[config.mk]
export PLATFORM = sky130hd
export DESIGN_NAME = rwc_top
export DESIGN_NICKNAME = d
export VERILOG_FILES = /design/src/core/rwc_pkg.sv /design/src/core/rwc_top.sv
export SDC_FILE = /design/constraint.sdc
export NUM_CORES = 1
export LEC_CHECK = 0
export BUFFER_PORTS_ARGS = -buffer_cell sky130_fd_sc_hd__buf_4
export CAP_MARGIN = 20
export CORE_UTILIZATION = 40
export CTS_CLUSTER_SIZE = 16
export DETAILED_ROUTE_END_ITERATION = 10
export GPL_TIMING_DRIVEN = 0
export PLACE_DENSITY_LB_ADDON = 0.25
export SKIP_CTS_REPAIR_TIMING = 1
export SLEW_MARGIN = 25
export SYNTH_ARGS = -nofsm -noshare
export SYNTH_HDL_FRONTEND = slang
export SYNTH_SLANG_ARGS = --single-unit
export TNS_END_PERCENT = 100
[constraint.sdc]
create_clock -name pclk -period 4.3 [get_ports pclk]
set_input_delay 1.29 -clock pclk [delete_from_list [all_inputs] [get_ports pclk]]
set_output_delay 1.29 -clock pclk [all_outputs]
set_load 0.02 [all_outputs]
[src/core/rwc_pkg.sv]
package rwc_pkg;
   // ----------------------------------------
   // register map (byte addresses)
   // ----------------------------------------
   localparam logic [11:0] CTRL_ADDR = 12'h000;
   localparam logic [11:0] STATUS_ADDR = 12'h004;
   localparam logic [11:0] WD_CTRL_ADDR = 12'h008;
   localparam logic [11:0] WD_WIN_ADDR = 12'h00C;
   localparam logic [11:0] PROTECT_ADDR = 12'h010;
   localparam logic [11:0] STATE_ADDR = 12'h014;
   // ----------------------------------------
   // fields
   // ----------------------------------------
   localparam int CTRL_SWRST_BIT = 0;
   localparam int CTRL_BOOTVEC_BIT = 1;
   localparam int WD_EN_BIT = 0;
   localparam int WD_WEN_BIT = 1;
   localparam int WD_PER_LSB = 2;
   localparam int WD_PER_W = 4;
   localparam int SRC_NUM = 6;
   localparam int SRC_POR = 0;
   localparam int SRC_EXT = 1;
   localparam int SRC_BROWNOUT = 2;
   localparam int SRC_WDOG = 3;
   localparam int SRC_DBG = 4;
   localparam int SRC_SW = 5;
   localparam logic [7:0] PROTECT_KEY = 8'hD8;
   localparam int PROTECT_WIN = 4;
   localparam logic [31:0] RESET_VECTOR = 32'h0000_0000;
   // ----------------------------------------
   // timing
   // ----------------------------------------
   localparam int CLK_HZ = 50_000_000;
   localparam int LP_TICK_HZ = 1_000;
   localparam int LP_TICK_CYC = CLK_HZ / LP_TICK_HZ;
   localparam int OSC2M_HZ = 2_000_000;
   localparam int OSC2M_CYC = CLK_HZ / OSC2M_HZ;
   localparam int WD_PER_NUM = 11;
   localparam int WD_MIN_MS = 8;
   localparam int SYNC_STAGES = 2;
   typedef enum logic [2:0] {ST_RESET, ST_DELAY, ST_OSC_START, ST_OSC_CAL, ST_SYNC, ST_RUN} rwc_state_t;
endpackage : rwc_pkg

[src/core/rwc_top.sv]
// Function
// hold reset until all sources release
// tristate pins immediately on reset
// load vector, init registers, keep SRAM
// vector zero or boot section start
// reset asserts without any clock
// delay, oscillator start, calibration stages
// new request restarts release sequence
// sticky source flags, cleared by power-on
// power-on detector starts and holds reset
// brownout forced on in erase/debug
// external pin held low keeps reset
// watchdog request lasts one-two 2MHz cycles
// software reset within two cycles
// cpu blocked until software reset issues
// debug reset only from debug port
// watchdog times out without clear
// eleven periods 8ms to 8s on 1kHz
// early or late window clear resets
// watchdog runs in sleep, own clock
// settings need protection, lock fuse freezes
// reset selects 2MHz osc, others off
// release synchronized to system clock
// every asserting source sets its flag
`timescale 1ns/1ps
`default_nettype none
module rwc_top #(
   parameter int DELAY_CYC = 64,
   parameter int OSC_START_CYC = 32,
   parameter int OSC_CAL_CYC = 32,
   parameter int LP_TICK = rwc_pkg::LP_TICK_CYC
)(
   input wire logic pclk,
   input wire logic presetn,
   input wire logic [11:0] paddr,
   input wire logic psel,
   input wire logic penable,
   input wire logic pwrite,
   input wire logic [31:0] pwdata,
   output logic [31:0] prdata,
   output logic pready,
   output logic pslverr,
   input wire logic por_detect,
   input wire logic ext_reset_n,
   input wire logic brownout_trip,
   input wire logic brownout_enable_fuse,
   input wire logic chip_erase,
   input wire logic dbg_port_enable,
   input wire logic dbg_port_reset_req,
   input wire logic wd_lock_fuse,
   input wire logic watchdog_clear_instruction,
   output logic sys_reset_n,
   output logic pins_tristate,
   output logic cpu_halt,
   output logic [31:0] pc_load_value,
   output logic osc2m_enable,
   output logic other_osc_enable,
   output logic brownout_active
);
   // ----------------------------------------
   // reset request merge
   // ----------------------------------------
   logic [5:0] src_req;
   logic any_req;
   logic wd_req_q;
   logic sw_req_q;
   logic brownout_on;
   // brownout forcing
   assign brownout_on = brownout_enable_fuse | chip_erase | dbg_port_enable;
   // source merge
   assign src_req[rwc_pkg::SRC_POR] = por_detect;
   assign src_req[rwc_pkg::SRC_EXT] = ~ext_reset_n;
   assign src_req[rwc_pkg::SRC_BROWNOUT] = brownout_on & brownout_trip;
   assign src_req[rwc_pkg::SRC_WDOG] = wd_req_q;
   // debug reset has no software path
   assign src_req[rwc_pkg::SRC_DBG] = dbg_port_reset_req;
   assign src_req[rwc_pkg::SRC_SW] = sw_req_q;
   assign any_req = |src_req;
   // internal async reset: bypasses the clock entirely
   logic core_rst_n;
   assign core_rst_n = presetn & ~any_req;
   // ----------------------------------------
   // release sequencer
   // ----------------------------------------
   rwc_pkg::rwc_state_t state_q;
   logic [15:0] cnt_q;
   logic [rwc_pkg::SYNC_STAGES-1:0] sync_q;
   logic cnt_done;
   logic [15:0] stage_len;
   assign stage_len = (state_q == rwc_pkg::ST_DELAY) ? 16'(DELAY_CYC) :
                      (state_q == rwc_pkg::ST_OSC_START) ? 16'(OSC_START_CYC) : 16'(OSC_CAL_CYC);
   assign cnt_done = (cnt_q >= stage_len - 16'h0001);
   // async hold and restart
   always_ff @(posedge pclk or negedge core_rst_n)
   begin
      if (!core_rst_n)
      begin
         state_q <= rwc_pkg::ST_RESET;
         cnt_q <= 16'h0000;
      end
      else
      begin
         cnt_q <= cnt_done ? 16'h0000 : cnt_q + 16'h0001;
         // ordered stages
         case (state_q)
            rwc_pkg::ST_RESET: begin state_q <= rwc_pkg::ST_DELAY; cnt_q <= 16'h0000; end
            rwc_pkg::ST_DELAY: if (cnt_done) state_q <= rwc_pkg::ST_OSC_START;
            rwc_pkg::ST_OSC_START: if (cnt_done) state_q <= rwc_pkg::ST_OSC_CAL;
            rwc_pkg::ST_OSC_CAL: if (cnt_done) state_q <= rwc_pkg::ST_SYNC;
            rwc_pkg::ST_SYNC: state_q <= rwc_pkg::ST_RUN;
            rwc_pkg::ST_RUN: cnt_q <= 16'h0000;
            default: state_q <= rwc_pkg::ST_RESET;
         endcase
      end
   end
   // release synchronizer
   always_ff @(posedge pclk or negedge core_rst_n)
   begin
      if (!core_rst_n)
         sync_q <= '0;
      else
         sync_q <= {sync_q[rwc_pkg::SYNC_STAGES-2:0], (state_q == rwc_pkg::ST_SYNC) | (state_q == rwc_pkg::ST_RUN)};
   end
   logic run;
   assign run = sync_q[rwc_pkg::SYNC_STAGES-1];
   // ----------------------------------------
   // registers
   // ----------------------------------------
   logic [5:0] flags_q;
   logic boot_vec_q;
   logic wd_en_q, wd_wen_q;
   logic [3:0] wd_per_q, wd_win_q;
   logic [2:0] prot_cnt_q;
   logic wr_acc, rd_acc, prot_open, wd_cfg_ok;
   assign wr_acc = psel & penable & pwrite & run;
   assign rd_acc = psel & penable & ~pwrite;
   assign prot_open = (prot_cnt_q != 3'h0);
   // protection and lock
   assign wd_cfg_ok = prot_open & ~wd_lock_fuse;
   logic wr_ctrl, wr_wd, wr_win, wr_prot;
   assign wr_ctrl = wr_acc & (paddr == rwc_pkg::CTRL_ADDR);
   assign wr_wd = wr_acc & (paddr == rwc_pkg::WD_CTRL_ADDR) & wd_cfg_ok;
   assign wr_win = wr_acc & (paddr == rwc_pkg::WD_WIN_ADDR) & wd_cfg_ok;
   assign wr_prot = wr_acc & (paddr == rwc_pkg::PROTECT_ADDR) & (pwdata[7:0] == rwc_pkg::PROTECT_KEY);
   // sticky flags, cleared only by presetn or power-on
   always_ff @(posedge pclk or negedge presetn)
   begin
      if (!presetn)
         flags_q <= 6'h00;
      else if (por_detect)
         flags_q <= src_req;
      else
         flags_q <= flags_q | src_req;
   end
   // config registers return to initial values
   always_ff @(posedge pclk or negedge core_rst_n)
   begin
      if (!core_rst_n)
      begin
         boot_vec_q <= 1'b0;
         wd_en_q <= 1'b0;
         wd_wen_q <= 1'b0;
         wd_per_q <= 4'h0;
         wd_win_q <= 4'h0;
         prot_cnt_q <= 3'h0;
      end
      else
      begin
         prot_cnt_q <= wr_prot ? 3'(rwc_pkg::PROTECT_WIN) : (prot_open ? prot_cnt_q - 3'h1 : 3'h0);
         if (wr_ctrl)
            boot_vec_q <= pwdata[rwc_pkg::CTRL_BOOTVEC_BIT];
         if (wr_wd)
         begin
            wd_en_q <= pwdata[rwc_pkg::WD_EN_BIT];
            wd_wen_q <= pwdata[rwc_pkg::WD_WEN_BIT];
            wd_per_q <= pwdata[rwc_pkg::WD_PER_LSB +: rwc_pkg::WD_PER_W];
         end
         if (wr_win)
            wd_win_q <= pwdata[3:0];
      end
   end
   // software reset within two cycles
   logic sw_wr;
   assign sw_wr = wr_ctrl & pwdata[rwc_pkg::CTRL_SWRST_BIT];
   always_ff @(posedge pclk or negedge presetn)
   begin
      if (!presetn)
         sw_req_q <= 1'b0;
      else
         sw_req_q <= sw_wr;
   end
   // ----------------------------------------
   // supervision timer
   // ----------------------------------------
   // period index to ms, doubling from 8
   function automatic logic [13:0] per_ms(input logic [3:0] idx);
      logic [3:0] i;
      i = (idx >= 4'(rwc_pkg::WD_PER_NUM)) ? 4'(rwc_pkg::WD_PER_NUM - 1) : idx;
      per_ms = 14'(rwc_pkg::WD_MIN_MS) << i;
   endfunction : per_ms
   logic [16:0] tick_cnt_q;
   logic tick;
   logic [13:0] wd_cnt_q;
   logic [5:0] wd_pulse_q;
   assign tick = (tick_cnt_q == 17'(LP_TICK - 1));
   logic wd_timeout, wd_early, wd_fire;
   assign wd_timeout = wd_en_q & tick & (wd_cnt_q >= per_ms(wd_per_q) - 14'h0001);
   // early clear in window mode
   assign wd_early = wd_en_q & wd_wen_q & watchdog_clear_instruction & (wd_cnt_q < per_ms(wd_win_q));
   assign wd_fire = wd_timeout | wd_early;
   // free-running on own tick, independent of cpu halt
   always_ff @(posedge pclk or negedge core_rst_n)
   begin
      if (!core_rst_n)
      begin
         tick_cnt_q <= 17'h0_0000;
         wd_cnt_q <= 14'h0000;
      end
      else
      begin
         tick_cnt_q <= tick ? 17'h0_0000 : tick_cnt_q + 17'h0_0001;
         if (!wd_en_q || watchdog_clear_instruction)
            wd_cnt_q <= 14'h0000;
         else if (tick)
            wd_cnt_q <= wd_cnt_q + 14'h0001;
      end
   end
   // pulse of one 2MHz period, stretched past reset
   always_ff @(posedge pclk or negedge presetn)
   begin
      if (!presetn)
      begin
         wd_req_q <= 1'b0;
         wd_pulse_q <= 6'h00;
      end
      else if (wd_fire && !wd_req_q)
      begin
         wd_req_q <= 1'b1;
         wd_pulse_q <= 6'(rwc_pkg::OSC2M_CYC - 1);
      end
      else if (wd_pulse_q != 6'h00)
         wd_pulse_q <= wd_pulse_q - 6'h01;
      else
         wd_req_q <= 1'b0;
   end
   // ----------------------------------------
   // bus read and outputs
   // ----------------------------------------
   logic [31:0] rd_mux;
   logic addr_ok;
   assign addr_ok = (paddr <= rwc_pkg::STATE_ADDR) & (paddr[1:0] == 2'b00);
   assign rd_mux = (paddr == rwc_pkg::CTRL_ADDR) ? {30'h0, boot_vec_q, 1'b0} :
                   (paddr == rwc_pkg::STATUS_ADDR) ? {26'h0, flags_q} :
                   (paddr == rwc_pkg::WD_CTRL_ADDR) ? {26'h0, wd_per_q, wd_wen_q, wd_en_q} :
                   (paddr == rwc_pkg::WD_WIN_ADDR) ? {28'h0, wd_win_q} :
                   (paddr == rwc_pkg::PROTECT_ADDR) ? {31'h0, prot_open} :
                   (paddr == rwc_pkg::STATE_ADDR) ? {29'h0, state_q} : 32'h0000_0000;
   always_ff @(posedge pclk or negedge presetn)
   begin
      if (!presetn)
      begin
         prdata <= 32'h0000_0000;
         pready <= 1'b0;
         pslverr <= 1'b0;
      end
      else
      begin
         pready <= psel & ~penable;
         pslverr <= psel & ~penable & ~addr_ok;
         if (psel && !penable && !pwrite)
            prdata <= rd_mux;
      end
   end
   // outputs forced to their reset values asynchronously by any request
   always_ff @(posedge pclk or negedge core_rst_n)
   begin
      if (!core_rst_n)
      begin
         sys_reset_n <= 1'b0;
         pins_tristate <= 1'b1;
         cpu_halt <= 1'b1;
         pc_load_value <= rwc_pkg::RESET_VECTOR;
         osc2m_enable <= 1'b0;
         other_osc_enable <= 1'b0;
         brownout_active <= 1'b0;
      end
      else
      begin
         sys_reset_n <= run;
         pins_tristate <= ~run;
         // block cpu once swreset written
         cpu_halt <= ~run | sw_wr | sw_req_q;
         // vector relocation
         pc_load_value <= boot_vec_q ? 32'h0000_0000 | 32'(1) << 31 : rwc_pkg::RESET_VECTOR;
         // only 2MHz after reset
         osc2m_enable <= (state_q != rwc_pkg::ST_RESET);
         other_osc_enable <= 1'b0;
         brownout_active <= brownout_on;
      end
   end
   // ----------------------------------------
   // checks
   // ----------------------------------------
   AST_SW_RESET: assert property (@(posedge pclk) disable iff (!presetn) sw_wr |-> ##[1:2] !core_rst_n)
      else $error("software reset not issued in time");
   AST_SW_HALT: assert property (@(posedge pclk) disable iff (!presetn) sw_wr |=> cpu_halt)
      else $error("cpu not blocked after software reset");
   AST_FLAG_SET: assert property (@(posedge pclk) disable iff (!presetn) (|src_req && !por_detect) |=> (&(flags_q | ~$past(src_req))))
      else $error("source flag not set");
   AST_HOLD: assert property (@(posedge pclk) disable iff (!presetn) $past(any_req) |-> !sys_reset_n)
      else $error("reset released while request active");
   AST_SEQ: assert property (@(posedge pclk) disable iff (!core_rst_n) (state_q == rwc_pkg::ST_DELAY) |-> !sys_reset_n)
      else $error("running before sequence done");
   AST_EXT: assert property (@(posedge pclk) disable iff (!presetn) !ext_reset_n |-> (state_q == rwc_pkg::ST_RESET))
      else $error("external reset not held");
   AST_WD_PULSE: assert property (@(posedge pclk) disable iff (!presetn) $rose(wd_req_q) |-> wd_req_q [*8])
      else $error("watchdog request too short");
   AST_BROWNOUT: assert property (@(posedge pclk) disable iff (!core_rst_n) (dbg_port_enable || chip_erase) |=> brownout_active)
      else $error("brownout not forced on");
   AST_LOCK: assert property (@(posedge pclk) disable iff (!core_rst_n) wd_lock_fuse |=> $stable(wd_per_q))
      else $error("locked watchdog changed");
endmodule : rwc_top
`default_nettype wire

**After elaboration in Yosys (flattened, before gate mapping)**

Index checks and enable logic that the tools add are counted.

- Equality and inequality tests: 16
- Reductions and logical operators: 19
- $add $sub $neg: 7
- Multiplexer cells: 26
- Shift-type cells: 2
- Bitwise logic cells: 36
- Magnitude comparators: 6

Operators with widths:

| operator | number |
|---|---|
| $mux 6 | 6 |
| $mux 16 | 2 |
| $mux 32 | 1 |
| $mux 14 | 2 |
| $shl 4x4->14 const A | 2 |
| $eq 12x4->1 const B | 2 |
| $eq 12x5->1 const B | 2 |
| $and 1x1->1 | 22 |
| $mux 3 | 7 |
| $pmux 3 s6 | 1 |
| $add 17x1->17 const B | 1 |
| $eq 17x16->1 const B | 1 |
| $mux 17 | 1 |
| $add 16x1->16 const B | 1 |
| $ge 16x16->1 | 1 |
| $add 14x1->14 const B | 1 |
| $ge 14x14->1 | 1 |
| $lt 14x14->1 | 1 |
| $sub 14x1->14 const B | 1 |
| $eq 12x3->1 const B | 1 |
| $le 12x5->1 const B | 1 |
| $logic_not 12->1 | 1 |
| $mux 4 | 3 |
| $eq 8x8->1 const B | 1 |
| 24 further kinds | 49 |

- Output and inout bits: 72
- Register bits: 151

**Longest topological paths before layout**

Gate-level depths: netlist of run 1.

- Depth in word-level cells: 9
- Mapped depth: 13
- Depth with buffers taken out: 12

**Least setup slack after synthesis of run 1**

No wires, ideal clock.

- Path type: register to register
- Start point: reg wd_per_q[3]
- End point: reg wd_pulse_q[0]
- Data arrival time: 2855 ps
- Buffers on the path: 1
- Stages on the path, launching flop included: 14
- Period minus slack after synthesis: 2998 ps
- Slack: 1302 ps
- Cells stage by stage: dfrtp_1 clkbuf_1 nor3_1 nand2b_1 ha_1 nor3_1 a21o_1 a32oi_1 ha_1 nand2_1 a2111oi_1 o21ai_1 a2111oi_4 nor3_1

- Longest elaborated chain between the ends: 9

RTL lines:

| what | line | RTL |
|---|---|---|
| start: declaration | rwc_top.sv:132 | `logic [3:0] wd_per_q, wd_win_q;` |
| start signal: assignment | rwc_top.sv:176 | `wd_per_q <= pwdata[rwc_pkg::WD_PER_LSB +: rwc_pkg::WD_PER_W];` |
| $ge 4x4->1 | rwc_top.sv:198 | `i = (idx >= 4'(rwc_pkg::WD_PER_NUM)) ? 4'(rwc_pkg::WD_PER_NUM - 1) : idx;` |
| $mux 4 * | rwc_top.sv:198 |  |
| $shl 4x4->14 * | rwc_top.sv:199 | `per_ms = 14'(rwc_pkg::WD_MIN_MS) << i;` |
| $sub 14x1->14 * | rwc_top.sv:207 | `assign wd_timeout = wd_en_q & tick & (wd_cnt_q >= per_ms(wd_per_q) - 14'h0001);` |
| $ge 14x14->1 * | rwc_top.sv:207 |  |
| $and 1x1->1 * | rwc_top.sv:207 |  |
| $or 1x1->1 * | rwc_top.sv:210 | `assign wd_fire = wd_timeout \| wd_early;` |
| $logic_and 1x1->1 * | rwc_top.sv:236 | `else if (wd_fire && !wd_req_q)` |
| $mux 6 / $reduce_bool 2->1 (equally long branches) | n/a |  |
| end signal: assignment | rwc_top.sv:239 | `wd_pulse_q <= 6'(rwc_pkg::OSC2M_CYC - 1);` |
| end signal: assignment | rwc_top.sv:242 | `wd_pulse_q <= wd_pulse_q - 6'h01;` |
| end: declaration | rwc_top.sv:204 | `logic [5:0] wd_pulse_q;` |

Mark *: on every way between the ends. The rest lies on a longest branch, timed or not.
A chain may end at the register's enable or synchronous reset.

**Worst setup path in the final report of run 1**

- Start point: reg wd_per_q[3]
- End point: reg wd_pulse_q[2]

Same word-level chain as after synthesis.

==> results of run 1 <==
registers in the layout, indices dropped and copies added (netlist names), 2 cells and up:
register and count:
tick_cnt_q 17, cnt_q 16, sync_q 2, state_q 3, prot_cnt_q 3, prdata 6, wd_per_q 4, wd_pulse_q 6
wd_win_q 4, wd_cnt_q 14, flags_q 6
layout make-up:
| type | count | area [um^2] | area share [%] |
|---|---|---|---|
| flip-flops and latches | 94 | 2350 | 36.4 |
| clock inverters | 6 | 68.8 | 1.06 |
| well taps | 172 | 215 | 3.33 |
| clock buffers | 10 | 239 | 3.70 |
| inverters | 15 | 56.3 | 0.871 |
| plain buffers | 74 | 500 | 7.74 |
| multi-input cells | 428 | 2650 | 41.0 |
| repair buffers | 48 | 380 | 5.88 |
layer usage:
layer  wire [um]  global-route usage, %  up-vias
li1            -                      -     2005
met1        4870                   21.1     1845
met2        5120                   28.0       96
met3         621                   4.27       12
met4         111                   4.89        0
met5           0                      0        -
cell families (layout without fill, tap and decap cells):
group / count (synthesis) / in the layout
flip-flops: 94 / 94
other: 1 / 67
AO/OA/AOI/OAI: 63 / 63
XOR/XNOR: 37 / 37
multiplexers: 14 / 14
AND/OR/NAND/NOR: 216 / 216
adder cells (fa/ha/maj): 31 / 31
buffers and inverters: 89 / 153
power breakdown:
part | leakage, nW | internal, W | switching (W) | total, W
clock network | 0.155 | 0.000471 | 0.000340 | 0.000811
logic | 1.83 | 0.000119 | 0.000162 | 0.000281
registers | 1.24 | 0.000937 | 0.0000242 | 0.000961
total | 3.23 | 0.00153 | 0.000526 | 0.00205
critical path: stages, from the launching register on:
cell and delay (ps):
dfrtp_1 360, clkbuf_1 220, nor3_1 390, nand2b_1 130, ha_1 290, nor3_1 210, a21o_1 100, a32oi_1 120
ha_1 330, nand2_1 70, a2111oi_1 290, o21ai_1 180, a2111oi_4 590, nor3_1 100
stage by stage:
stage          util, %  cell area, um^2  std cells
6_report          50.6             6470        847
2_1_floorplan        -             5560        611
3_3_place_gp      48.0             6130        830
4_1_cts           50.6             6470        847
3_5_place_dp      48.2             6160        831
5_1_grt           50.6             6470        847
cell usage after synthesis (3+ instances only):
master    instances  share of area, %
and2_1            3              0.35
nor2b_1           9               1.1
nor4_1           16               1.9
o21ai_0          18               1.7
or3_1             6              0.71
or2_2             4              0.47
a211oi_1          4              0.57
ha_1             31               7.3
nor3_1           18               1.7
nand2_1          44               3.1
nand4_1           7              0.82
buf_4            58               8.2
a21oi_1          11               1.0
nand2b_1          7              0.82
inv_1            15               1.1
clkbuf_1         12              0.85
xor2_1           15               2.5
nor2_1           56               4.0
mux2_2           13               2.8
a22oi_1           3              0.42
dfrtp_1          92                43
buf_2             3              0.28
and3_1           10               1.2
and4_1            3              0.49
a21o_1            8               1.1
xnor2_1          22               3.6
nand3_1          22               2.1
worst paths after layout:
kind,from,end,slack [ps],cells after the start
max in group asynchronous,chip_erase,cnt_q[9],2090,5
min reg2reg,sync_q[0],sync_q[1],350,0
min in group asynchronous,sw_req_q,wd_win_q[0],590,1
max reg2reg,wd_per_q[3],wd_pulse_q[2],760,13
max,wd_per_q[3],wd_pulse_q[2],760,13
min,sync_q[0],sync_q[1],350,0
==> results.py, run 1 <==
metrics = {
    "routing": {
        "drc_errors": 0,
        "vias": 3958,
        "ant_nets": 0,
        "drt-initial-drc-count": 229,
        "vias_per_cell": 4.67,
        "avgRoutedWirePerCell_um": 12.7,
        "finalWirelength_mm": 10.7,
        "drt_pre_antenna_iters": 4,
    },
    "clock_tree": {
        "cts_root_buf": "clkbuf_16",
        "path_clk_slew_ps": 70,
        "cts.sinks": 94,
        "worstSkewPairLatency_ps": 340,
        "numCtsBuffers": 9,
        "cts_tree": "done",
        "h-tree-depth": 3,
        "clk_path_buf_depth": 2,
    },
    "die": {
        "ioPinCount": 130,
        "dieWidth_um": 117,
        "rows": 41,
        "core_area_um2": 12800,
        "start_util_pct": 41.6,
        "die_area_um2": 13700,
        "die_h_um": 117,
    },
    "power": {
        "power.leakage_nw": 3.23,
        "p_per_area_nw_per_um2": 317,
        "max-vdd-ir-drop_mv": 0.250,
        "p_total_w": 0.00205,
    },
    "synth": {
        "synth-adder-area-share_pct": 7.30,
        "synth_area_um2": 5310,
        "ys_async_sr_fraction_pct": 100,
        "synthMuxAreaShare_pct": 2.94,
        "synthCells": 545,
        "synth_edf_count": 0,
        "synth_seq_area_share_pct": 44.3,
        "avgSynthCellArea_um2": 9.75,
        "synth-seq-cells": 94,
        "ys_warn_count": 0,
        "synth_compound_area_share_pct": 8.03,
        "yosys_most_used_dff": "dfrtp_1",
        "synth_xor_area_share_pct": 6.10,
        "synth_top_family_by_area": "simple AND/OR/NAND/NOR gates",
        "synthSimpleGateAreaFrac_pct": 20.7,
        "synthDistinctLibCells": 55,
    },
    "cells_and_area": {
        "final_net_count": 759,
        "layout_commonest_cell": "buf_4",
        "layout_common_cells": "buf_4, dfrtp_1, conb_1",
        "syn_to_final_growth_pct": 21.7,
        "fill_cells": 1212,
        "drive_gt1_share_pct": 22.4,
        "antenna_cells": 0,
    },
    "timing": {
        "fin_crit_ps": 3540,
        "whs_ps": 355,
        "max_slew.worst_pin.slew_ps": 602,
        "fmax_mhz": 283,
        "finalCritPeriodShare_pct": 82.3,
        "report.final.slew_viol_count": 0,
        "fin_ws_ps": 763,
        "clock_skew_ps": 8.48,
        "tns_ps": 0,
        "rsz0062_at_grt": "false",
        "hold_viol_final": 0,
        "relSlewSlack_pct": 59.3,
        "setup_violations": 0,
    },
    "grt": {
        "overflow": 0,
        "antenna_found_initial": 0,
        "grt_max_degree": 48,
        "grt_pass1_wl_mm": 17.5,
        "grt_pass1_vias": 3798,
        "grt_use_total_pct": 16.6,
    },
    "critical_path": {
        "required_ps": 4490,
        "cp-start-kind": "register",
        "crit_type": "reg -> reg",
        "end_kind": "register",
        "cp_data_arrival_time_ps": 3730,
        "crit_fanout": 10,
    },
    "placed_design": {
        "preCtsSetupSlack_ps": 800,
        "globalplace.congestion": 0.854,
        "hpwl_mm": 8.13,
        "portBuffers": 47,
    },
    "hold_path": {
        "hold_class": "reg -> reg",
    },
    "status": {
        "outcome": "complete, no violations",
    },
    "flow_run": {
        "maxCapViolCount": 0,
    },
}
Power figures use the tool's default switching activity.
==> run 2: changes to the inputs <==
clock period = 3.2 ns   (was 4.3 ns; I/O delays follow)
==> run 2 against run 1 <==
Clock skew decreased by 1.2 ps. Sequential power increased by 34%. Design area increased by 0.25%. Routed wire length increased by 1.5%. Critical endpoint is now wd_pulse_q[4]. Critical path type unchanged. Non-clock buffer count increased by 3. Count of clock-buffer cells in the layout increased by 1.
==> results.py, run 2 (synthesis results as in run 1) <==
metrics = {
    "status": {
        "outcome": "complete, no violations",
    },
    "die": {
        "die_area_um2": 13700,
        "die_h_um": 117,
        "ioPinCount": 130,
        "dieWidth_um": 117,
        "rows": 41,
        "core_area_um2": 12800,
        "start_util_pct": 41.6,
    },
    "cells_and_area": {
        "final_net_count": 762,
        "layout_common_cells": "buf_4, dfrtp_1, conb_1",
        "fin_area_um2": 6480,
        "layout_commonest_cell": "buf_4",
        "antenna_cells": 0,
        "largestRegisters": "tick_cnt_q (17), cnt_q (16), wd_cnt_q (14)",
        "seqCellArea_um2": 2360,
        "regMostFlops": "tick_cnt_q",
        "fill_cells": 1185,
        "syn_to_final_growth_pct": 22.0,
        "largest_register_ffs": 17,
        "drive_gt1_share_pct": 23.6,
        "multi_input_area_um2": 2670,
    },
    "power": {
        "p_per_area_nw_per_um2": 407,
        "max-vdd-ir-drop_mv": 0.283,
        "power.leakage_nw": 3.23,
    },
    "routing": {
        "avgRoutedWirePerCell_um": 12.8,
        "vias_per_cell": 4.75,
        "vias": 4035,
        "drt-initial-drc-count": 185,
        "drc_errors": 0,
        "finalWirelength_mm": 10.9,
        "ant_nets": 0,
        "drt_pre_antenna_iters": 4,
    },
    "timing": {
        "max_slew.worst_pin.slew_ps": 601,
        "fmax_mhz": 337,
        "setup_violations": 0,
        "finalCritPeriodShare_pct": 92.7,
        "clock_skew_ps": 7.32,
        "whs_ps": 348,
        "hold_viol_final": 0,
        "relSlewSlack_pct": 59.7,
        "report.final.slew_viol_count": 0,
        "fin_crit_ps": 2970,
    },
    "clock_tree": {
        "cts.sinks": 94,
        "path_clk_slew_ps": 60,
        "worstSkewPairLatency_ps": 350,
        "numCtsBuffers": 9,
        "cts_tree": "done",
        "cts_root_buf": "clkbuf_16",
        "h-tree-depth": 3,
        "clk_path_buf_depth": 2,
    },
    "grt": {
        "antenna_found_initial": 0,
        "grt_use_total_pct": 16.7,
        "grt_pass1_vias": 3661,
        "grt_max_degree": 48,
        "overflow": 0,
        "grt_pass1_wl_mm": 17.5,
    },
    "critical_path": {
        "reg2reg_from": "wd_per_q[3]",
        "crit_slowest_cell": "dfrtp_2",
        "max_stage_delay_ps": 430,
        "rrSetupSlack_ps": 230,
        "path_cells": "nor3_4, nand2b_1, ha_2, nor3_1, a21o_1, a32oi_1, ha_1, a21oi_1, o21ai_0, o21ai_1, a2111oi_4, buf_4, or3_1",
        "required_ps": 3420,
        "crit_type": "reg -> reg",
        "critPathTopFamily": "simple AND/OR/NAND/NOR gates",
        "r2r_end": "wd_pulse_q[4]",
        "crit_fanout": 7,
        "cp_data_arrival_time_ps": 3190,
        "worst-path-buf-inv": 1,
        "reg2reg_depth": 13,
        "end_kind": "register",
        "cp-start-kind": "register",
    },
    "flow_run": {
        "maxCapViolCount": 0,
    },
    "hold_path": {
        "min_from": "sync_q[0]",
        "hold_class": "reg -> reg",
        "min_path_cells": 0,
        "worstHoldEndpoint": "sync_q[1]",
    },
    "placed_design": {
        "hpwl_mm": 8.12,
        "portBuffers": 47,
        "placed_area_um2": 6160,
        "globalplace.congestion": 0.845,
    },
}
==> run 2: worst max path at each step <==
stage	start	end	slack, ps	cells after the start
CTS	wd_per_q[3]	wd_pulse_q[4]	-410	13
global route	wd_per_q[3]	wd_pulse_q[4]	-20	13
detailed placement	wd_per_q[3]	wd_pulse_q[0]	-350	13
global placement	wd_per_q[3]	wd_pulse_q[2]	-240	13
floorplan	wd_per_q[3]	wd_pulse_q[0]	200	13
finish	wd_per_q[3]	wd_pulse_q[4]	230	13
==> run 2: cell type report <==
cell class | count | share of cell area, %
clock inverters | 5 | 0.560
inverters | 15 | 0.868
plain buffers | 71 | 7.55
repair buffers | 54 | 6.56
flip-flops and latches | 94 | 36.4
multi-input cells | 428 | 41.2
well taps | 172 | 3.32
clock buffers | 11 | 3.59
==> run 2: power breakdown <==
part | switching, W | internal [W] | leakage, nW
Clock | 0.000445 | 0.000528 | 0.133
Sequential | 0.0000315 | 0.00126 | 1.24
Combinational | 0.000214 | 0.000159 | 1.86
Total | 0.000691 | 0.00195 | 3.23
==> run 2: metal layers <==
layer	track usage, %	wire, um	vias up
li1	-	-	2020
met1	21.6	4920	1906
met2	27.1	5190	96
met3	3.81	598	13
met4	6.33	184	0
met5	0	0	-
==> run 2: worst register-to-register path: stages, from the launching register on <==
cell	delay, ps
dfrtp_2	430
nor3_4	200
nand2b_1	120
ha_2	240
nor3_1	230
a21o_1	110
a32oi_1	100
ha_1	320
a21oi_1	120
o21ai_0	90
o21ai_1	230
a2111oi_4	110
buf_4	190
or3_1	350
==> run 2: through the flow <==
stage,power [W],setup TNS [ps],worst slack [ps],cells,utilization [%]
global placement,0.00168,-5560,-238,830,48.0
detailed placement,0.00168,-2380,-348,831,48.2
finish,0.00264,0,233,850,50.8
floorplan,0.00157,0,202,611,-
global route,0.00276,-21.7,-19.1,850,50.8
CTS,0.00266,-2780,-406,847,50.3
==> run 3: changes to the inputs <==
REMOVE_ABC_BUFFERS = 1   (was unset)
==> run 3 against run 2 <==
Setup slack worse by 64 ps. Largest power group unchanged. Sequential power is essentially flat. Critical endpoint is now wd_pulse_q[0]. Design area down 6.8%. Via count down 5.0%. Die area is the same. Critical path type unchanged. Combinational power is 24% lower. First-iteration DRC count up 3.2%. Flip-flop and latch count did not move. Count of clock-buffer cells in the layout grew 1.
==> results.py, run 3 (synthesis results as in run 1) <==
metrics = {
    "critical_path": {
        "reg2reg_depth": 13,
        "required_ps": 3390,
        "path_cells": "nor3_4, nand2b_1, ha_2, nor3_1, a21o_1, a32oi_1, ha_1, nand2_1, a2111oi_2, o21ai_1, a2111oi_4, buf_4, nor3_1",
        "cp-startpoint": "wd_per_q[3]",
        "crit_type": "reg -> reg",
        "rrSetupSlack_ps": 170,
        "reg2reg_from": "wd_per_q[3]",
        "cp-start-kind": "register",
        "critPathMostFrequentCell": "nor3_1",
        "crit_slowest_cell": "dfrtp_2",
        "crit_fanout": 7,
        "r2r_end": "wd_pulse_q[0]",
        "max_stage_delay_ps": 460,
        "cp_data_arrival_time_ps": 3220,
        "end_kind": "register",
    },
    "die": {
        "start_util_pct": 41.6,
        "rows": 41,
        "die_area_um2": 13700,
        "dieWidth_um": 117,
        "core_area_um2": 12800,
        "die_h_um": 117,
        "ioPinCount": 130,
    },
    "cells_and_area": {
        "layout_commonest_cell": "dfrtp_1",
        "seqCellArea_um2": 2360,
        "antenna_cells": 0,
        "stdcell_count": 784,
        "final_net_count": 696,
        "multi_input_area_um2": 2670,
        "drive_gt1_share_pct": 17.2,
        "largestRegisters": "tick_cnt_q (17), cnt_q (16), wd_cnt_q (14)",
        "largest_register_ffs": 17,
        "fill_cells": 1221,
        "layout_common_cells": "dfrtp_1, conb_1, buf_4",
        "regMostFlops": "tick_cnt_q",
        "syn_to_final_growth_pct": 13.7,
    },
    "placed_design": {
        "globalplace.congestion": 0.854,
        "preCtsSetupSlack_ps": -288,
        "placed_cells": 757,
        "portBuffers": 47,
        "hpwl_mm": 7.75,
    },
    "timing": {
        "finalCritPeriodShare_pct": 94.7,
        "whs_ps": 354,
        "fmax_mhz": 330,
        "clock_skew_ps": 5.59,
        "setup_violations": 0,
        "tns_ps": 0,
        "fin_ws_ps": 169,
        "hold_viol_final": 0,
        "report.final.slew_viol_count": 0,
        "fin_crit_ps": 3030,
        "max_slew.worst_pin.slew_ps": 744,
        "relSlewSlack_pct": 50.2,
    },
    "hold_path": {
        "worstHoldEndpoint": "sync_q[1]",
        "min_path_cells": 0,
        "hold_class": "reg -> reg",
        "min_from": "sync_q[0]",
    },
    "power": {
        "p_per_area_nw_per_um2": 433,
        "max-vdd-ir-drop_mv": 0.231,
        "power.leakage_nw": 2.91,
        "clkPwrFrac_pct": 38.9,
        "internal-power_w": 0.00194,
        "power_switching_share_pct": 26.0,
        "combPwrFrac_pct": 10.9,
        "p_total_w": 0.00262,
        "pwr-share-seq_pct": 50.2,
        "p_switching_w": 0.000680,
    },
    "grt": {
        "grt_use_total_pct": 15.7,
        "grt-busiest-layer": "met2",
        "antenna_found_initial": 0,
        "met3_usage_pct": 3.45,
        "grtUsageMet2_pct": 25.3,
        "grt_max_degree": 41,
        "grt_pass1_vias": 3541,
        "overflow": 0,
        "met1_usage_pct": 21.3,
        "grt_pass1_wl_mm": 16.7,
    },
    "clock_tree": {
        "path_clk_slew_ps": 60,
        "worstSkewPairLatency_ps": 330,
        "clk_path_buf_depth": 2,
        "numCtsBuffers": 9,
        "h-tree-depth": 3,
        "cts_root_buf": "clkbuf_16",
        "cts.sinks": 94,
        "cts_tree": "done",
    },
    "routing": {
        "drt_pre_antenna_iters": 4,
        "ant_nets": 0,
        "avgRoutedWirePerCell_um": 13.3,
        "vias": 3832,
        "vias_per_cell": 4.89,
        "drt-initial-drc-count": 191,
        "finalWirelength_mm": 10.4,
        "drc_errors": 0,
    },
    "status": {
        "outcome": "complete, no violations",
    },
    "flow_run": {
        "maxCapViolCount": 0,
    },
}
## run 3: cell count changes in the layout (fill, tap and decap cells not counted), sizes merged
cell,previous run,this run
clkinvlp,0,2
buf,115,59
clkbuf,21,12
clkinv,5,1
inv,15,16
## run 3: how the worst max path moves through the flow
stage,cells after the start,to
final,13,wd_pulse_q[0]
after global routing,13,wd_pulse_q[4]
after CTS,12,wd_pulse_q[0]
after detailed placement,12,wd_pulse_q[0]
after global placement,4,cnt_q[1]
after floorplan,3,boot_vec_q
## run 3: worst max-delay path, delay by kind of cell (launching register included)
kind / cells / cell delay, ps
and+or+nand+nor: 5 / 700
adders and majority gates: 2 / 560
AOI/OAI and AO/OA: 5 / 950
buffers and inverters: 1 / 220
DFF: 1 / 460
## run 3: power groups by stage
stage | sequential (W) | clock (W) | combinational (W)
6_report | 0.00131 | 0.00102 | 0.000285
5_1_grt | 0.00132 | 0.00110 | 0.000322
3_5_place_dp | 0.00134 | 0 | 0.000285
2_1_floorplan | 0.00135 | 0 | 0.000150
3_3_place_gp | 0.00134 | 0 | 0.000280
4_1_cts | 0.00131 | 0.00105 | 0.000287
## run 3: through the flow
| step | utilization (%) | cell area, um^2 |
|---|---|---|
| floorplan | - | 5060 |
| global placement | 44.1 | 5630 |
| detailed placement | 44.2 | 5650 |
| CTS | 46.5 | 5940 |
| global route | 47.3 | 6040 |
| finish | 47.3 | 6040 |
## run 3: final cells by class
cell class | instances | area share, %
Clock buffer | 12 | 4.25
Clock inverter | 4 | 0.476
Inverter | 15 | 0.932
Multi-Input combinational cell | 428 | 44.2
Sequential cell | 94 | 39.0
Tap cell | 172 | 3.56
Timing Repair Buffer | 59 | 7.54
## run 3: routing by layer
metal	routed length [um]	vias up	share of wire, %
li1	-	1883	-
met1	4970	1860	48
met2	5030	77	48
met3	320	12	3.1
met4	112	0	1.1
met5	0	-	0
